### src/hw/rsa_pkg.sv
// Constants and types for the serial access and time trimming engine
package rsa_pkg;
    // Two-wire bus identity and pointer handling
    localparam logic [6:0] SLV_ADDR = 7'h32;
    localparam logic [3:0] PTR_IDLE = 4'hF;
    localparam logic [3:0] FMT_WRITE = 4'h0;
    localparam logic [3:0] FMT_QUICK_RD = 4'h4;
    localparam logic [3:0] BITS_PER_BYTE = 4'h8;
    localparam logic [3:0] LAST_BIT = 4'h7;

    // Clocks and time figures
    localparam int SYS_CLK_HZ = 100_000_000;
    localparam int OSC_HZ_NOM = 32768;
    localparam int TRIM_PERIOD_S = 20;
    localparam int TRIM_STEP = 2;
    localparam int TIMEOUT_MS = 750;
    localparam int CARRY_LIMIT_US = 61;
    localparam int CARRY_LIMIT_CYC = CARRY_LIMIT_US * (SYS_CLK_HZ / 1_000_000);
    localparam int CARRY_USED_CYC = 1;

    // Control port map
    localparam logic [1:0] CTL_TRIM = 2'h0;
    localparam logic [1:0] CTL_STAT = 2'h1;
    localparam logic [6:0] TRIM_RST = 7'h00;
    localparam int STAT_HOLD = 7;
    localparam int STAT_ABORT = 6;
    localparam int STAT_PEND = 5;
    localparam int STAT_HALT = 4;

    typedef enum logic [2:0] {
        ST_IDLE,
        ST_ADDR,
        ST_ADDR_ACK,
        ST_WR,
        ST_WR_ACK,
        ST_RD,
        ST_RD_ACK
    } rsa_state_t;
endpackage : rsa_pkg

### src/hw/rsa_serial_trim.sv
// Two-wire slave access engine with counter hold, bus watchdog and time trimming
//
// Behaviour
// - Any stop condition reloads the address pointer with Fh.
// - Format nibble 4h switches to sending data right after that byte.
// - Read right after address byte starts at current pointer, normally Fh.
// - Time counters are held from start until the following stop.
// - A seconds carry caught during hold is applied within 61 us of stop.
// - After 0.5 to 1.0 s the access is aborted as if stopped.
// - Repeated start does not restart the access watchdog.
// - After abort, writes get no acknowledge and reads return FFh.
// - Trimming alters the pulse count of one second in every twenty.
// - No correction when the middle five trim bits are all zero.
// - While the oscillator-halt flag is set the second interrupt pin carries the oscillator.
// - First written byte holds 4-bit pointer and 4-bit format nibble.
// - Pointer advances by one per data byte, wrapping Fh to 0h.
// - The slave answers the seven-bit address 0110010.
// - Trim field is a seven-bit two's complement pulse-count adjustment.
module rsa_serial_trim #(
    parameter int OSC_PER_SEC = rsa_pkg::OSC_HZ_NOM,
    parameter int TIMEOUT_EDGES = rsa_pkg::OSC_HZ_NOM * rsa_pkg::TIMEOUT_MS / 1000
) (
    // Clock and reset
    input wire logic clk_sys_i,
    input wire logic rst_n_i,
    // Two-wire bus pins
    input wire logic scl_i,
    input wire logic sda_i,
    output logic sda_o,
    output logic sda_oe_o,
    // Oscillator and halt flag
    input wire logic osc_clk_i,
    input wire logic osc_halt_flag_i,
    output logic second_irq_pin_o,
    output logic second_irq_pin_oe_o,
    // Internal register file
    output logic [3:0] mem_addr_o,
    output logic [7:0] mem_wdata_o,
    output logic mem_we_o,
    output logic mem_re_o,
    input wire logic [7:0] mem_rdata_i,
    // Time counter side
    output logic sec_carry_o,
    output logic counters_hold_o,
    // Control port
    input wire logic [1:0] ctl_addr_i,
    input wire logic [7:0] ctl_wdata_i,
    input wire logic ctl_we_i,
    input wire logic ctl_re_i,
    output logic [7:0] ctl_rdata_o
);
    // A second must stay longer than the deepest trim cut of 124 edges
    if (OSC_PER_SEC < 128 || OSC_PER_SEC > 65535) begin : g_bad_osc
        $error("OSC_PER_SEC out of range");
    end
    if (TIMEOUT_EDGES < 2 || TIMEOUT_EDGES > 65535) begin : g_bad_to
        $error("TIMEOUT_EDGES out of range");
    end
    if (rsa_pkg::CARRY_LIMIT_CYC < rsa_pkg::CARRY_USED_CYC) begin : g_bad_carry
        $error("Carry latency exceeds its limit");
    end

    logic [2:0] scl_sync_ff;
    logic [2:0] sda_sync_ff;
    logic [2:0] osc_sync_ff;
    logic scl_rise, scl_fall, start_det, stop_det, osc_rise, sda_s;
    rsa_pkg::rsa_state_t st_ff;
    logic [3:0] ptr_ff, fmt_ff, bitcnt_ff;
    logic [7:0] shift_ff;
    logic rw_ff, m_ack_ff, first_ff, rd_after_ff, rd_load_ff, aborted_ff, sda_oe_ff;
    logic [3:0] mem_addr_ff;
    logic [7:0] mem_wdata_ff;
    logic mem_we_ff, mem_re_ff;
    logic hold_ff, pend_ff, sec_carry_ff;
    logic [15:0] to_cnt_ff;
    logic to_fire, rd_go, sec_tick, trim_slot;
    logic [16:0] sec_cnt_ff, sec_last;
    logic [4:0] sec20_ff;
    logic [6:0] trim_ff;
    logic [7:0] ctl_rdata_ff;
    logic irq_oe_ff;

    function automatic logic [3:0] ptr_next(input logic [3:0] p);
        ptr_next = 4'(p + 4'h1);
    endfunction : ptr_next

    // pulse-count change for the trimmed second
    function automatic int trim_delta(input logic [6:0] f);
        int v;
        v = f[6] ? int'(f) - 128 : int'(f);
        if (f[5:1] == 5'h00)
            trim_delta = 0;
        else if (f[6])
            trim_delta = v * rsa_pkg::TRIM_STEP;
        else
            trim_delta = (v - 1) * rsa_pkg::TRIM_STEP;
    endfunction : trim_delta

    // Pin inputs pass two flops; bit 0 feeds only bit 1
    always_ff @(posedge clk_sys_i)
    begin
        if (!rst_n_i)
        begin
            scl_sync_ff <= 3'h7;
            sda_sync_ff <= 3'h7;
            osc_sync_ff <= 3'h0;
        end
        else
        begin
            scl_sync_ff <= {scl_sync_ff[1:0], scl_i};
            sda_sync_ff <= {sda_sync_ff[1:0], sda_i};
            osc_sync_ff <= {osc_sync_ff[1:0], osc_clk_i};
        end
    end

    assign sda_s = sda_sync_ff[1];
    assign scl_rise = scl_sync_ff[1] && !scl_sync_ff[2];
    assign scl_fall = !scl_sync_ff[1] && scl_sync_ff[2];
    assign start_det = scl_sync_ff[1] && scl_sync_ff[2] && !sda_sync_ff[1] && sda_sync_ff[2];
    assign stop_det = scl_sync_ff[1] && scl_sync_ff[2] && sda_sync_ff[1] && !sda_sync_ff[2];
    assign osc_rise = osc_sync_ff[1] && !osc_sync_ff[2];

    assign rd_go = scl_fall && ((st_ff == rsa_pkg::ST_ADDR_ACK && rw_ff)
        || (st_ff == rsa_pkg::ST_WR_ACK && rd_after_ff)
        || (st_ff == rsa_pkg::ST_RD_ACK && m_ack_ff));

    // Bus engine: pointer, format and bit handling
    always_ff @(posedge clk_sys_i)
    begin
        mem_we_ff <= 1'b0;
        mem_re_ff <= 1'b0;
        rd_load_ff <= mem_re_ff;
        if (!rst_n_i)
        begin
            st_ff <= rsa_pkg::ST_IDLE;
            ptr_ff <= rsa_pkg::PTR_IDLE;
            fmt_ff <= rsa_pkg::FMT_WRITE;
            bitcnt_ff <= 4'h0;
            shift_ff <= 8'h00;
            rw_ff <= 1'b0;
            m_ack_ff <= 1'b0;
            first_ff <= 1'b0;
            rd_after_ff <= 1'b0;
            aborted_ff <= 1'b0;
            sda_oe_ff <= 1'b0;
            mem_addr_ff <= 4'h0;
            mem_wdata_ff <= 8'h00;
            rd_load_ff <= 1'b0;
        end
        else if (stop_det || to_fire)
        begin
            st_ff <= rsa_pkg::ST_IDLE;
            ptr_ff <= rsa_pkg::PTR_IDLE;
            fmt_ff <= rsa_pkg::FMT_WRITE;
            rd_after_ff <= 1'b0;
            sda_oe_ff <= 1'b0;
            aborted_ff <= to_fire;
        end
        else if (start_det)
        begin
            st_ff <= aborted_ff ? rsa_pkg::ST_IDLE : rsa_pkg::ST_ADDR;
            bitcnt_ff <= 4'h0;
            sda_oe_ff <= 1'b0;
        end
        else if (rd_go)
        begin
            st_ff <= rsa_pkg::ST_RD;
            mem_re_ff <= 1'b1;
            mem_addr_ff <= ptr_ff;
            ptr_ff <= ptr_next(ptr_ff);
            bitcnt_ff <= 4'h0;
            sda_oe_ff <= 1'b0;
        end
        else
        begin
            case (st_ff)
                rsa_pkg::ST_ADDR:
                    if (scl_rise)
                    begin
                        shift_ff <= {shift_ff[6:0], sda_s};
                        bitcnt_ff <= 4'(bitcnt_ff + 4'h1);
                    end
                    else if (scl_fall && bitcnt_ff == rsa_pkg::BITS_PER_BYTE)
                    begin
                        if (shift_ff[7:1] == rsa_pkg::SLV_ADDR)
                        begin
                            st_ff <= rsa_pkg::ST_ADDR_ACK;
                            sda_oe_ff <= 1'b1;
                            rw_ff <= shift_ff[0];
                            first_ff <= 1'b1;
                        end
                        else
                            st_ff <= rsa_pkg::ST_IDLE;
                    end
                rsa_pkg::ST_ADDR_ACK, rsa_pkg::ST_WR_ACK:
                    if (scl_fall)
                    begin
                        st_ff <= rsa_pkg::ST_WR;
                        sda_oe_ff <= 1'b0;
                        bitcnt_ff <= 4'h0;
                    end
                rsa_pkg::ST_WR:
                    if (scl_rise)
                    begin
                        shift_ff <= {shift_ff[6:0], sda_s};
                        bitcnt_ff <= 4'(bitcnt_ff + 4'h1);
                    end
                    else if (scl_fall && bitcnt_ff == rsa_pkg::BITS_PER_BYTE)
                    begin
                        st_ff <= rsa_pkg::ST_WR_ACK;
                        sda_oe_ff <= 1'b1;
                        first_ff <= 1'b0;
                        if (first_ff)
                        begin
                            ptr_ff <= shift_ff[7:4];
                            fmt_ff <= shift_ff[3:0];
                            rd_after_ff <= (shift_ff[3:0] == rsa_pkg::FMT_QUICK_RD);
                        end
                        else
                        begin
                            mem_we_ff <= 1'b1;
                            mem_addr_ff <= ptr_ff;
                            mem_wdata_ff <= shift_ff;
                            ptr_ff <= ptr_next(ptr_ff);
                        end
                    end
                rsa_pkg::ST_RD:
                    if (rd_load_ff)
                    begin
                        shift_ff <= mem_rdata_i;
                        sda_oe_ff <= !mem_rdata_i[7];
                    end
                    else if (scl_fall)
                    begin
                        if (bitcnt_ff == rsa_pkg::LAST_BIT)
                        begin
                            st_ff <= rsa_pkg::ST_RD_ACK;
                            sda_oe_ff <= 1'b0;
                        end
                        else
                        begin
                            shift_ff <= {shift_ff[6:0], 1'b1};
                            sda_oe_ff <= !shift_ff[6];
                            bitcnt_ff <= 4'(bitcnt_ff + 4'h1);
                        end
                    end
                rsa_pkg::ST_RD_ACK:
                    if (scl_rise)
                        m_ack_ff <= !sda_s;
                    else if (scl_fall)
                        st_ff <= rsa_pkg::ST_IDLE;
                default:
                    st_ff <= rsa_pkg::ST_IDLE;
            endcase
        end
    end

    // hold and watchdog, the count clears while hold is low, so a repeated start keeps it
    assign to_fire = hold_ff && (to_cnt_ff == 16'(TIMEOUT_EDGES));
    always_ff @(posedge clk_sys_i)
    begin
        if (!rst_n_i)
        begin
            hold_ff <= 1'b0;
            to_cnt_ff <= 16'h0000;
        end
        else
        begin
            if (stop_det || to_fire)
                hold_ff <= 1'b0;
            else if (start_det && !aborted_ff)
                hold_ff <= 1'b1;
            if (!hold_ff)
                to_cnt_ff <= 16'h0000;
            else if (osc_rise && !to_fire)
                to_cnt_ff <= 16'(to_cnt_ff + 16'h0001);
        end
    end

    // one trimmed second in every twenty
    assign trim_slot = (sec20_ff == 5'h00);
    assign sec_last = 17'(OSC_PER_SEC - 1 + (trim_slot ? trim_delta(trim_ff) : 0));
    assign sec_tick = osc_rise && (sec_cnt_ff >= sec_last);
    always_ff @(posedge clk_sys_i)
    begin
        if (!rst_n_i)
        begin
            sec_cnt_ff <= 17'h00000;
            sec20_ff <= 5'h00;
        end
        else if (sec_tick)
        begin
            sec_cnt_ff <= 17'h00000;
            sec20_ff <= (sec20_ff == 5'(rsa_pkg::TRIM_PERIOD_S - 1)) ? 5'h00 : 5'(sec20_ff + 5'h01);
        end
        else if (osc_rise)
            sec_cnt_ff <= 17'(sec_cnt_ff + 17'h00001);
    end

    // one pending carry, released one cycle after hold drops
    always_ff @(posedge clk_sys_i)
    begin
        if (!rst_n_i)
        begin
            pend_ff <= 1'b0;
            sec_carry_ff <= 1'b0;
        end
        else
        begin
            sec_carry_ff <= !hold_ff && (pend_ff || sec_tick);
            if (sec_tick && (hold_ff || pend_ff))
                pend_ff <= 1'b1;
            else if (!hold_ff)
                pend_ff <= 1'b0;
        end
    end

    // open-drain copy of the oscillator while halt flag is set
    always_ff @(posedge clk_sys_i)
    begin
        if (!rst_n_i)
            irq_oe_ff <= 1'b0;
        else
            irq_oe_ff <= osc_halt_flag_i && !osc_sync_ff[2];
    end

    // Control port; unmapped reads return zero
    always_ff @(posedge clk_sys_i)
    begin
        if (!rst_n_i)
        begin
            trim_ff <= rsa_pkg::TRIM_RST;
            ctl_rdata_ff <= 8'h00;
        end
        else
        begin
            if (ctl_we_i && ctl_addr_i == rsa_pkg::CTL_TRIM)
                trim_ff <= ctl_wdata_i[6:0];
            ctl_rdata_ff <= 8'h00;
            if (ctl_re_i && ctl_addr_i == rsa_pkg::CTL_TRIM)
                ctl_rdata_ff <= {1'b0, trim_ff};
            else if (ctl_re_i && ctl_addr_i == rsa_pkg::CTL_STAT)
            begin
                ctl_rdata_ff[rsa_pkg::STAT_HOLD] <= hold_ff;
                ctl_rdata_ff[rsa_pkg::STAT_ABORT] <= aborted_ff;
                ctl_rdata_ff[rsa_pkg::STAT_PEND] <= pend_ff;
                ctl_rdata_ff[rsa_pkg::STAT_HALT] <= osc_halt_flag_i;
                ctl_rdata_ff[3:0] <= ptr_ff;
            end
        end
    end

    assign sda_o = 1'b0;
    assign sda_oe_o = sda_oe_ff;
    assign second_irq_pin_o = 1'b0;
    assign second_irq_pin_oe_o = irq_oe_ff;
    assign mem_addr_o = mem_addr_ff;
    assign mem_wdata_o = mem_wdata_ff;
    assign mem_we_o = mem_we_ff;
    assign mem_re_o = mem_re_ff;
    assign sec_carry_o = sec_carry_ff;
    assign counters_hold_o = hold_ff;
    assign ctl_rdata_o = ctl_rdata_ff;
endmodule : rsa_serial_trim

### config.mk
export PLATFORM = sky130hd
export DESIGN_NAME = rsa_serial_trim
export DESIGN_NICKNAME = d
export VERILOG_FILES = /design/src/hw/rsa_pkg.sv /design/src/hw/rsa_serial_trim.sv
export SDC_FILE = /design/constraint.sdc
export NUM_CORES = 1
export LEC_CHECK = 0
export BUFFER_PORTS_ARGS = -buffer_cell sky130_fd_sc_hd__buf_2
export CORE_ASPECT_RATIO = 2
export CORE_MARGIN = 1.5
export CORE_UTILIZATION = 50
export CTS_BUF_LIST = sky130_fd_sc_hd__clkbuf_4 sky130_fd_sc_hd__clkbuf_8
export CTS_CLUSTER_DIAMETER = 60
export DETAILED_ROUTE_END_ITERATION = 6
export HOLD_SLACK_MARGIN = 0.05
export PLACE_DENSITY = 0.69
export SYNTH_ARGS = -nofsm -noshare
export SYNTH_HDL_FRONTEND = slang
export SYNTH_SLANG_ARGS = --single-unit
### constraint.sdc
create_clock -name clk_sys_i -period 5.25 [get_ports clk_sys_i]
set_clock_uncertainty 0.1 [all_clocks]
set_input_delay 1.05 -clock clk_sys_i [delete_from_list [all_inputs] [get_ports clk_sys_i]]
set_output_delay 1.05 -clock clk_sys_i [all_outputs]
set_load 0.005 [all_outputs]
* After elaboration in Yosys (flattened, before gate mapping)
Index checks and enable logic that the tools add are counted.
** Operators by class
- $add $sub $neg :: 8
- Magnitude comparators :: 1
- Equal/unequal tests :: 37
- Mux-type cells :: 62
- Bitwise operators :: 9
- Reduce and logical (&&, ||, !) cells :: 67
** Operators with widths (number)
- $mux 4 :: 17
- $mux 17 :: 3
- $ne 4x4->1 const B :: 11
- $mux 3 :: 12
- $mux 8 :: 4
- $reduce_and 7->1 :: 4
- $logic_and 1x1->1 :: 23
- $add 16x17->17 const A :: 1
- $add 17x1->17 const B :: 1
- $ge 17x17->1 :: 1
- $add 16x1->16 const B :: 1
- $eq 16x15->1 const B :: 1
- $mux 1 :: 16
- $mux 16 :: 1
- $pmux 8 s2 :: 1
- $sub 16x2->16 const B :: 1
- $pmux 3 s5 :: 1
- $mux 7 :: 2
- $ne 2x2->1 const B :: 6
- $pmux 4 s3 :: 1
- $reduce_and 6->1 :: 2
- $logic_not 1->1 :: 10
- $logic_not 5->1 :: 2
- $reduce_and 10->1 :: 1
- other kinds (33) :: 61
** Storage, ports and cells
- Register bits after elaboration :: 106
- Input bits :: 26
- Output and inout bits :: 28
- Logic and storage cells :: 212

* Depth between registers and ports, before layout
- Depth in word-level cells :: 11
- Mapped depth :: 19

* Least setup slack after synthesis
No wires, ideal clock.
- Path kind :: flip-flop to flip-flop
- From :: register sec20_ff[0]
- To :: register sec20_ff[4]
- Setup time :: 0.120 ns
- Arrival time :: 3.681 ns
- Required time :: 5.030 ns
- Setup slack :: 1.349 ns
- Stages on the path, launching flop included :: 18
- Period minus slack after synthesis :: 3.901 ns
- Path through :: dfxtp_1 > inv_1 > ha_1 > nor4b_1 > a21boi_0 > nand2_1 > ha_1 > buf_1 > nor2b_1 > mux2i_1 > o22ai_1 > ha_1 > and4_1 > a41o_1 > o21ai_0 > a21oi_1 > a21boi_0 > o31a_1
** On the way
- Cells in the longest elaborated chain, start to end :: 5
** RTL lines
- start: declaration :: RTL line rsa_serial_trim.sv:78 : logic [4:0] sec20_ff;
- start signal: assignment :: RTL line rsa_serial_trim.sv:294 : sec20_ff <= (sec20_ff == 5'(rsa_pkg::TRIM_PERIOD_S - 1)) ? 5'h00 : 5'(sec20_ff + 5'h01);
- $logic_not 5->1 :: RTL line rsa_serial_trim.sv:281 : assign trim_slot = (sec20_ff == 5'h00);
- $mux 17 :: RTL line rsa_serial_trim.sv:282 : assign sec_last = 17'(OSC_PER_SEC - 1 + (trim_slot ? trim_delta(trim_ff) : 0));
- $add 16x17->17 :: RTL line rsa_serial_trim.sv:282
- $ge 17x17->1 :: RTL line rsa_serial_trim.sv:283 : assign sec_tick = osc_rise && (sec_cnt_ff >= sec_last);
- $logic_and 1x1->1 :: RTL line rsa_serial_trim.sv:283
Parallel ways exist; a longest one is shown, timed or not.
A chain may end at the register's enable or synchronous reset.

* Worst setup path after layout
- From :: register sec20_ff[0]
- To :: register sec_cnt_ff[6]
** On the way
- Cells in the longest elaborated chain, start to end :: 6
** RTL lines
- $logic_not 5->1 :: RTL line rsa_serial_trim.sv:281
- $mux 17 :: RTL line rsa_serial_trim.sv:282
- $add 16x17->17 :: RTL line rsa_serial_trim.sv:282
- $ge 17x17->1 :: RTL line rsa_serial_trim.sv:283
- $logic_and 1x1->1 :: RTL line rsa_serial_trim.sv:283
- $reduce_or 2->1 (no line)
- end signal: assignment :: RTL line rsa_serial_trim.sv:297 : sec_cnt_ff <= 17'(sec_cnt_ff + 17'h00001);
- end: declaration :: RTL line rsa_serial_trim.sv:77 : logic [16:0] sec_cnt_ff, sec_last;
No other way between the ends.

==> impl_metrics.csv <==
group,metric,value,unit
setup_path,endpoint_kind,"flip-flop",
placed_design,routabilityCongestion,0.8905,
drt,first_pass_iters,4,
global_routing,antenna_found_initial,0,
setup_path,r2r-start,"sec20_ff[0]",
placed_design,port_buffers,50,
timing,whs,0.3264,ns
die,die_y,153.4,um
setup_path,worstSetupPathType,"reg -> reg",
clock_tree,cts_num_sinks,106,
die,die_area,12000,um^2
worst_hold_path,hold_end,"scl_sync_ff[1]",
power_and_ir_drop,combPwrFrac,10.3,%
yosys,async_reset_ff_share,0,%
drt,drt_wl_total,12.99,mm
drt,drt-initial-drc-count,237,
timing,finalWorstSetupSlack,0.7743,ns
timing,max_slew_margin,14.53,%
yosys,synth_area,5658,um^2
setup_path,crit_fanout,17,
global_routing,grt_max_degree,60,
power_and_ir_drop,pwr-share-seq,56.1,%
worst_hold_path,min_from,"scl_sync_ff[0]",
drt,ant_nets,0,
die,boundaryPins,54,
setup_path,required,5.45,ns
timing,period_needed,4.476,ns
clock_tree,clock_latency,0.38,ns
power_and_ir_drop,powerDensity,239.0,nW/um^2
drt,drc_errors,0,
clock_tree,cts_tree,"done",
die,core-area,10950,um^2
placed_design,place_ws,0.8397,ns
power_and_ir_drop,internal_power,1.063,mW
die,die_x,78.22,um
layout,syn2layout_area_growth,8.647,%
layout,nets,732,
drt,wl_per_cell,15.74,um
setup_path,critPathLaunchType,"flip-flop",
timing,worst_slew_pin_slew,1.279,ns
yosys,ys_seq_area_share,37.51,%
drt,via_per_inst,5.682,
setup_path,crit_arrival,4.68,ns
yosys,synth-edff-count,0,
yosys,yosysUniqueCellTypes,69,
power_and_ir_drop,ir_worst_vdd,0.1601,mV
timing,rsz0062_at_grt,"no",
clock_tree,cts-htree-levels,3,
die,num_rows,54,
clock_tree,cts_buffers,9,
clock_tree,post_cts_buffers,0,
layout,final_cells,825,
power_and_ir_drop,finalPower,1.469,mW
status,run_status,"finished, final reports clean",
yosys,ys.flop_type,"dfxtp_1",
setup_path,reg2regPathDepth,15,
global_routing,grt_pass1_vias,4713,
timing,min_period_over_period,85.25,%
power_and_ir_drop,p_sw,0.4056,mW
timing,final.setup.tns,0,ns
placed_design,dp_cells,809,
clock_tree,cts.path.max_buffers,2,
yosys,yosys_warnings,0,
clock_tree,cts_root_buf,"clkbuf_8",
global_routing,gr-total-overflow,0,
yosys,synth.avg_cell_area,8.731,um^2
clock_tree,cts_resized,0,
global_routing,grt_pass1_wl,21.77,mm
timing,setup_viol,0,
power_and_ir_drop,power_frac_clock,33.6,%
die,start_util,51.69,%
timing,fmax,0.2234,GHz
global_routing,grtUsageTotal,22.54,%
clock_tree,holdBufCountCts,0,
setup_path,reg2reg_slack,0.77,ns
yosys,postSynthCellCount,648,
layout,n_antenna_cell,0,
drt,vias,4688,
layout,layout_common_cells,"106 x dfxtp_1, 79 x nor2_1, 50 x buf_2",
placed_design,place_hpwl,9.746,mm
job,cap_violations,0,
worst_hold_path,hp-class,"reg -> reg",
clock_tree,path_clk_slew,0.11,ns
power_and_ir_drop,p_leak,2.518,nW
worst_hold_path,min_path_cells,1,
layout,layout_commonest_cell,"dfxtp_1",
yosys,ys_ff_latch,106,
layout,drive_gt1_share,11.82,%
timing,slew_violations,0,
timing,hold_viol_final,0,
power_and_ir_drop,switching_share,27.61,%
setup_path,r2r_end,"sec_cnt_ff[6]",
-- layer usage --
| layer | vias up | global-route usage (%) | share of wire, % |
|---|---|---|---|
| li1 | 2328 | - | - |
| met1 | 2227 | 22.65 | 38 |
| met2 | 98 | 43.23 | 56 |
| met3 | 35 | 3.582 | 2.5 |
| met4 | 0 | 11.22 | 3.7 |
| met5 | - | 0 | 0 |
-- cell families (layout without fill, tap and decap cells) --
kind of cell,count (synthesis),in the layout,share of synthesized area (%)
other,1,2,0.06628
adder cells (fa/ha/maj),26,26,5.750
AO/OA/AOI/OAI,95,95,11.68
buffers and inverters,45,81,3.339
XOR/XNOR,39,39,6.037
multiplexers,47,47,8.558
AND/OR/NAND/NOR,289,289,27.07
flip-flops,106,106,37.51
-- critical path, cell delays in order, from the launching register on --
cell and delay (ns):
dfxtp_1 0.36, inv_1 0.07, ha_1 0.13, nor4b_1 0.22, buf_4 0.18, a21boi_0 0.49, nand2_1 0.15, ha_1 0.35
xnor2_1 0.31, ha_1 0.30, and3_1 0.20, a221o_1 0.33, a311oi_1 0.35, a21o_1 0.23, nand2_1 0.38, nor2_1 0.24
-- metrics by stage --
step | util [%] | cell area (um^2)
2_1_floorplan | - | 5662
3_5_place_dp | 54.44 | 5958
4_1_cts | 56.16 | 6147
6_report | 56.16 | 6147
5_1_grt | 56.16 | 6147
3_3_place_gp | 54.44 | 5958
-- state kept, by name, indices dropped and copies added (netlist names), 4 cells and up --
name         cells
sec_cnt_ff      17
to_cnt_ff       16
ctl_rdata_o      8
mem_wdata_o      8
shift_ff         8
trim_ff          7
sec20_ff         5
bitcnt_ff        4
mem_addr_o       4
ptr_ff           4
-- synthesized netlist by cell type, types with 11 or more instances --
master    number  area share (%)
a21oi_1       26             2.3
clkbuf_1      22             1.5
dfxtp_1      106              38
ha_1          26             5.7
inv_1         14            0.93
mux2i_1       38             6.7
nand2_1       44             2.9
nand2b_1      18             2.0
nand3_1       21             1.9
nand4_1       18             2.0
nor2_1        79             5.2
nor2b_1       38             4.2
nor3_1        11            0.97
o21ai_0       14             1.2
xnor2_1       12             1.9
xor2_1        27             4.2
-- worst max path at each step --
stage	startpoint	to	slack [ns]	cells after the start
floorplan	sec20_ff[0]	sec20_ff[4]	1.35	17
global placement	sec20_ff[0]	sec_cnt_ff[16]	0.89	15
detailed placement	sec20_ff[0]	sec_cnt_ff[6]	0.84	15
CTS	sec20_ff[0]	sec_cnt_ff[6]	0.80	15
global route	sec20_ff[0]	sec_cnt_ff[6]	0.43	15
finish	sec20_ff[0]	sec_cnt_ff[6]	0.77	15
-- power by group through the flow --
stage | combinational (mW) | clock (mW) | sequential, mW
3_3_place_gp | 0.146 | 0 | 0.841
3_5_place_dp | 0.150 | 0 | 0.842
6_report | 0.151 | 0.494 | 0.824
5_1_grt | 0.172 | 0.537 | 0.825
2_1_floorplan | 0.114 | 0 | 0.835
4_1_cts | 0.152 | 0.503 | 0.823
-- layout make-up --
type                       count  area (um^2)
fill                        1034         4798
multi-input combinational    498         3351
sequential                   106         2122
timing repair buffer          51        257.7
tap                          140        175.2
clock buffer                  10        131.4
clock inverter                 6        57.56
inverter                      14        52.55
No activity file was read; power rests on OpenSTA's default activity.
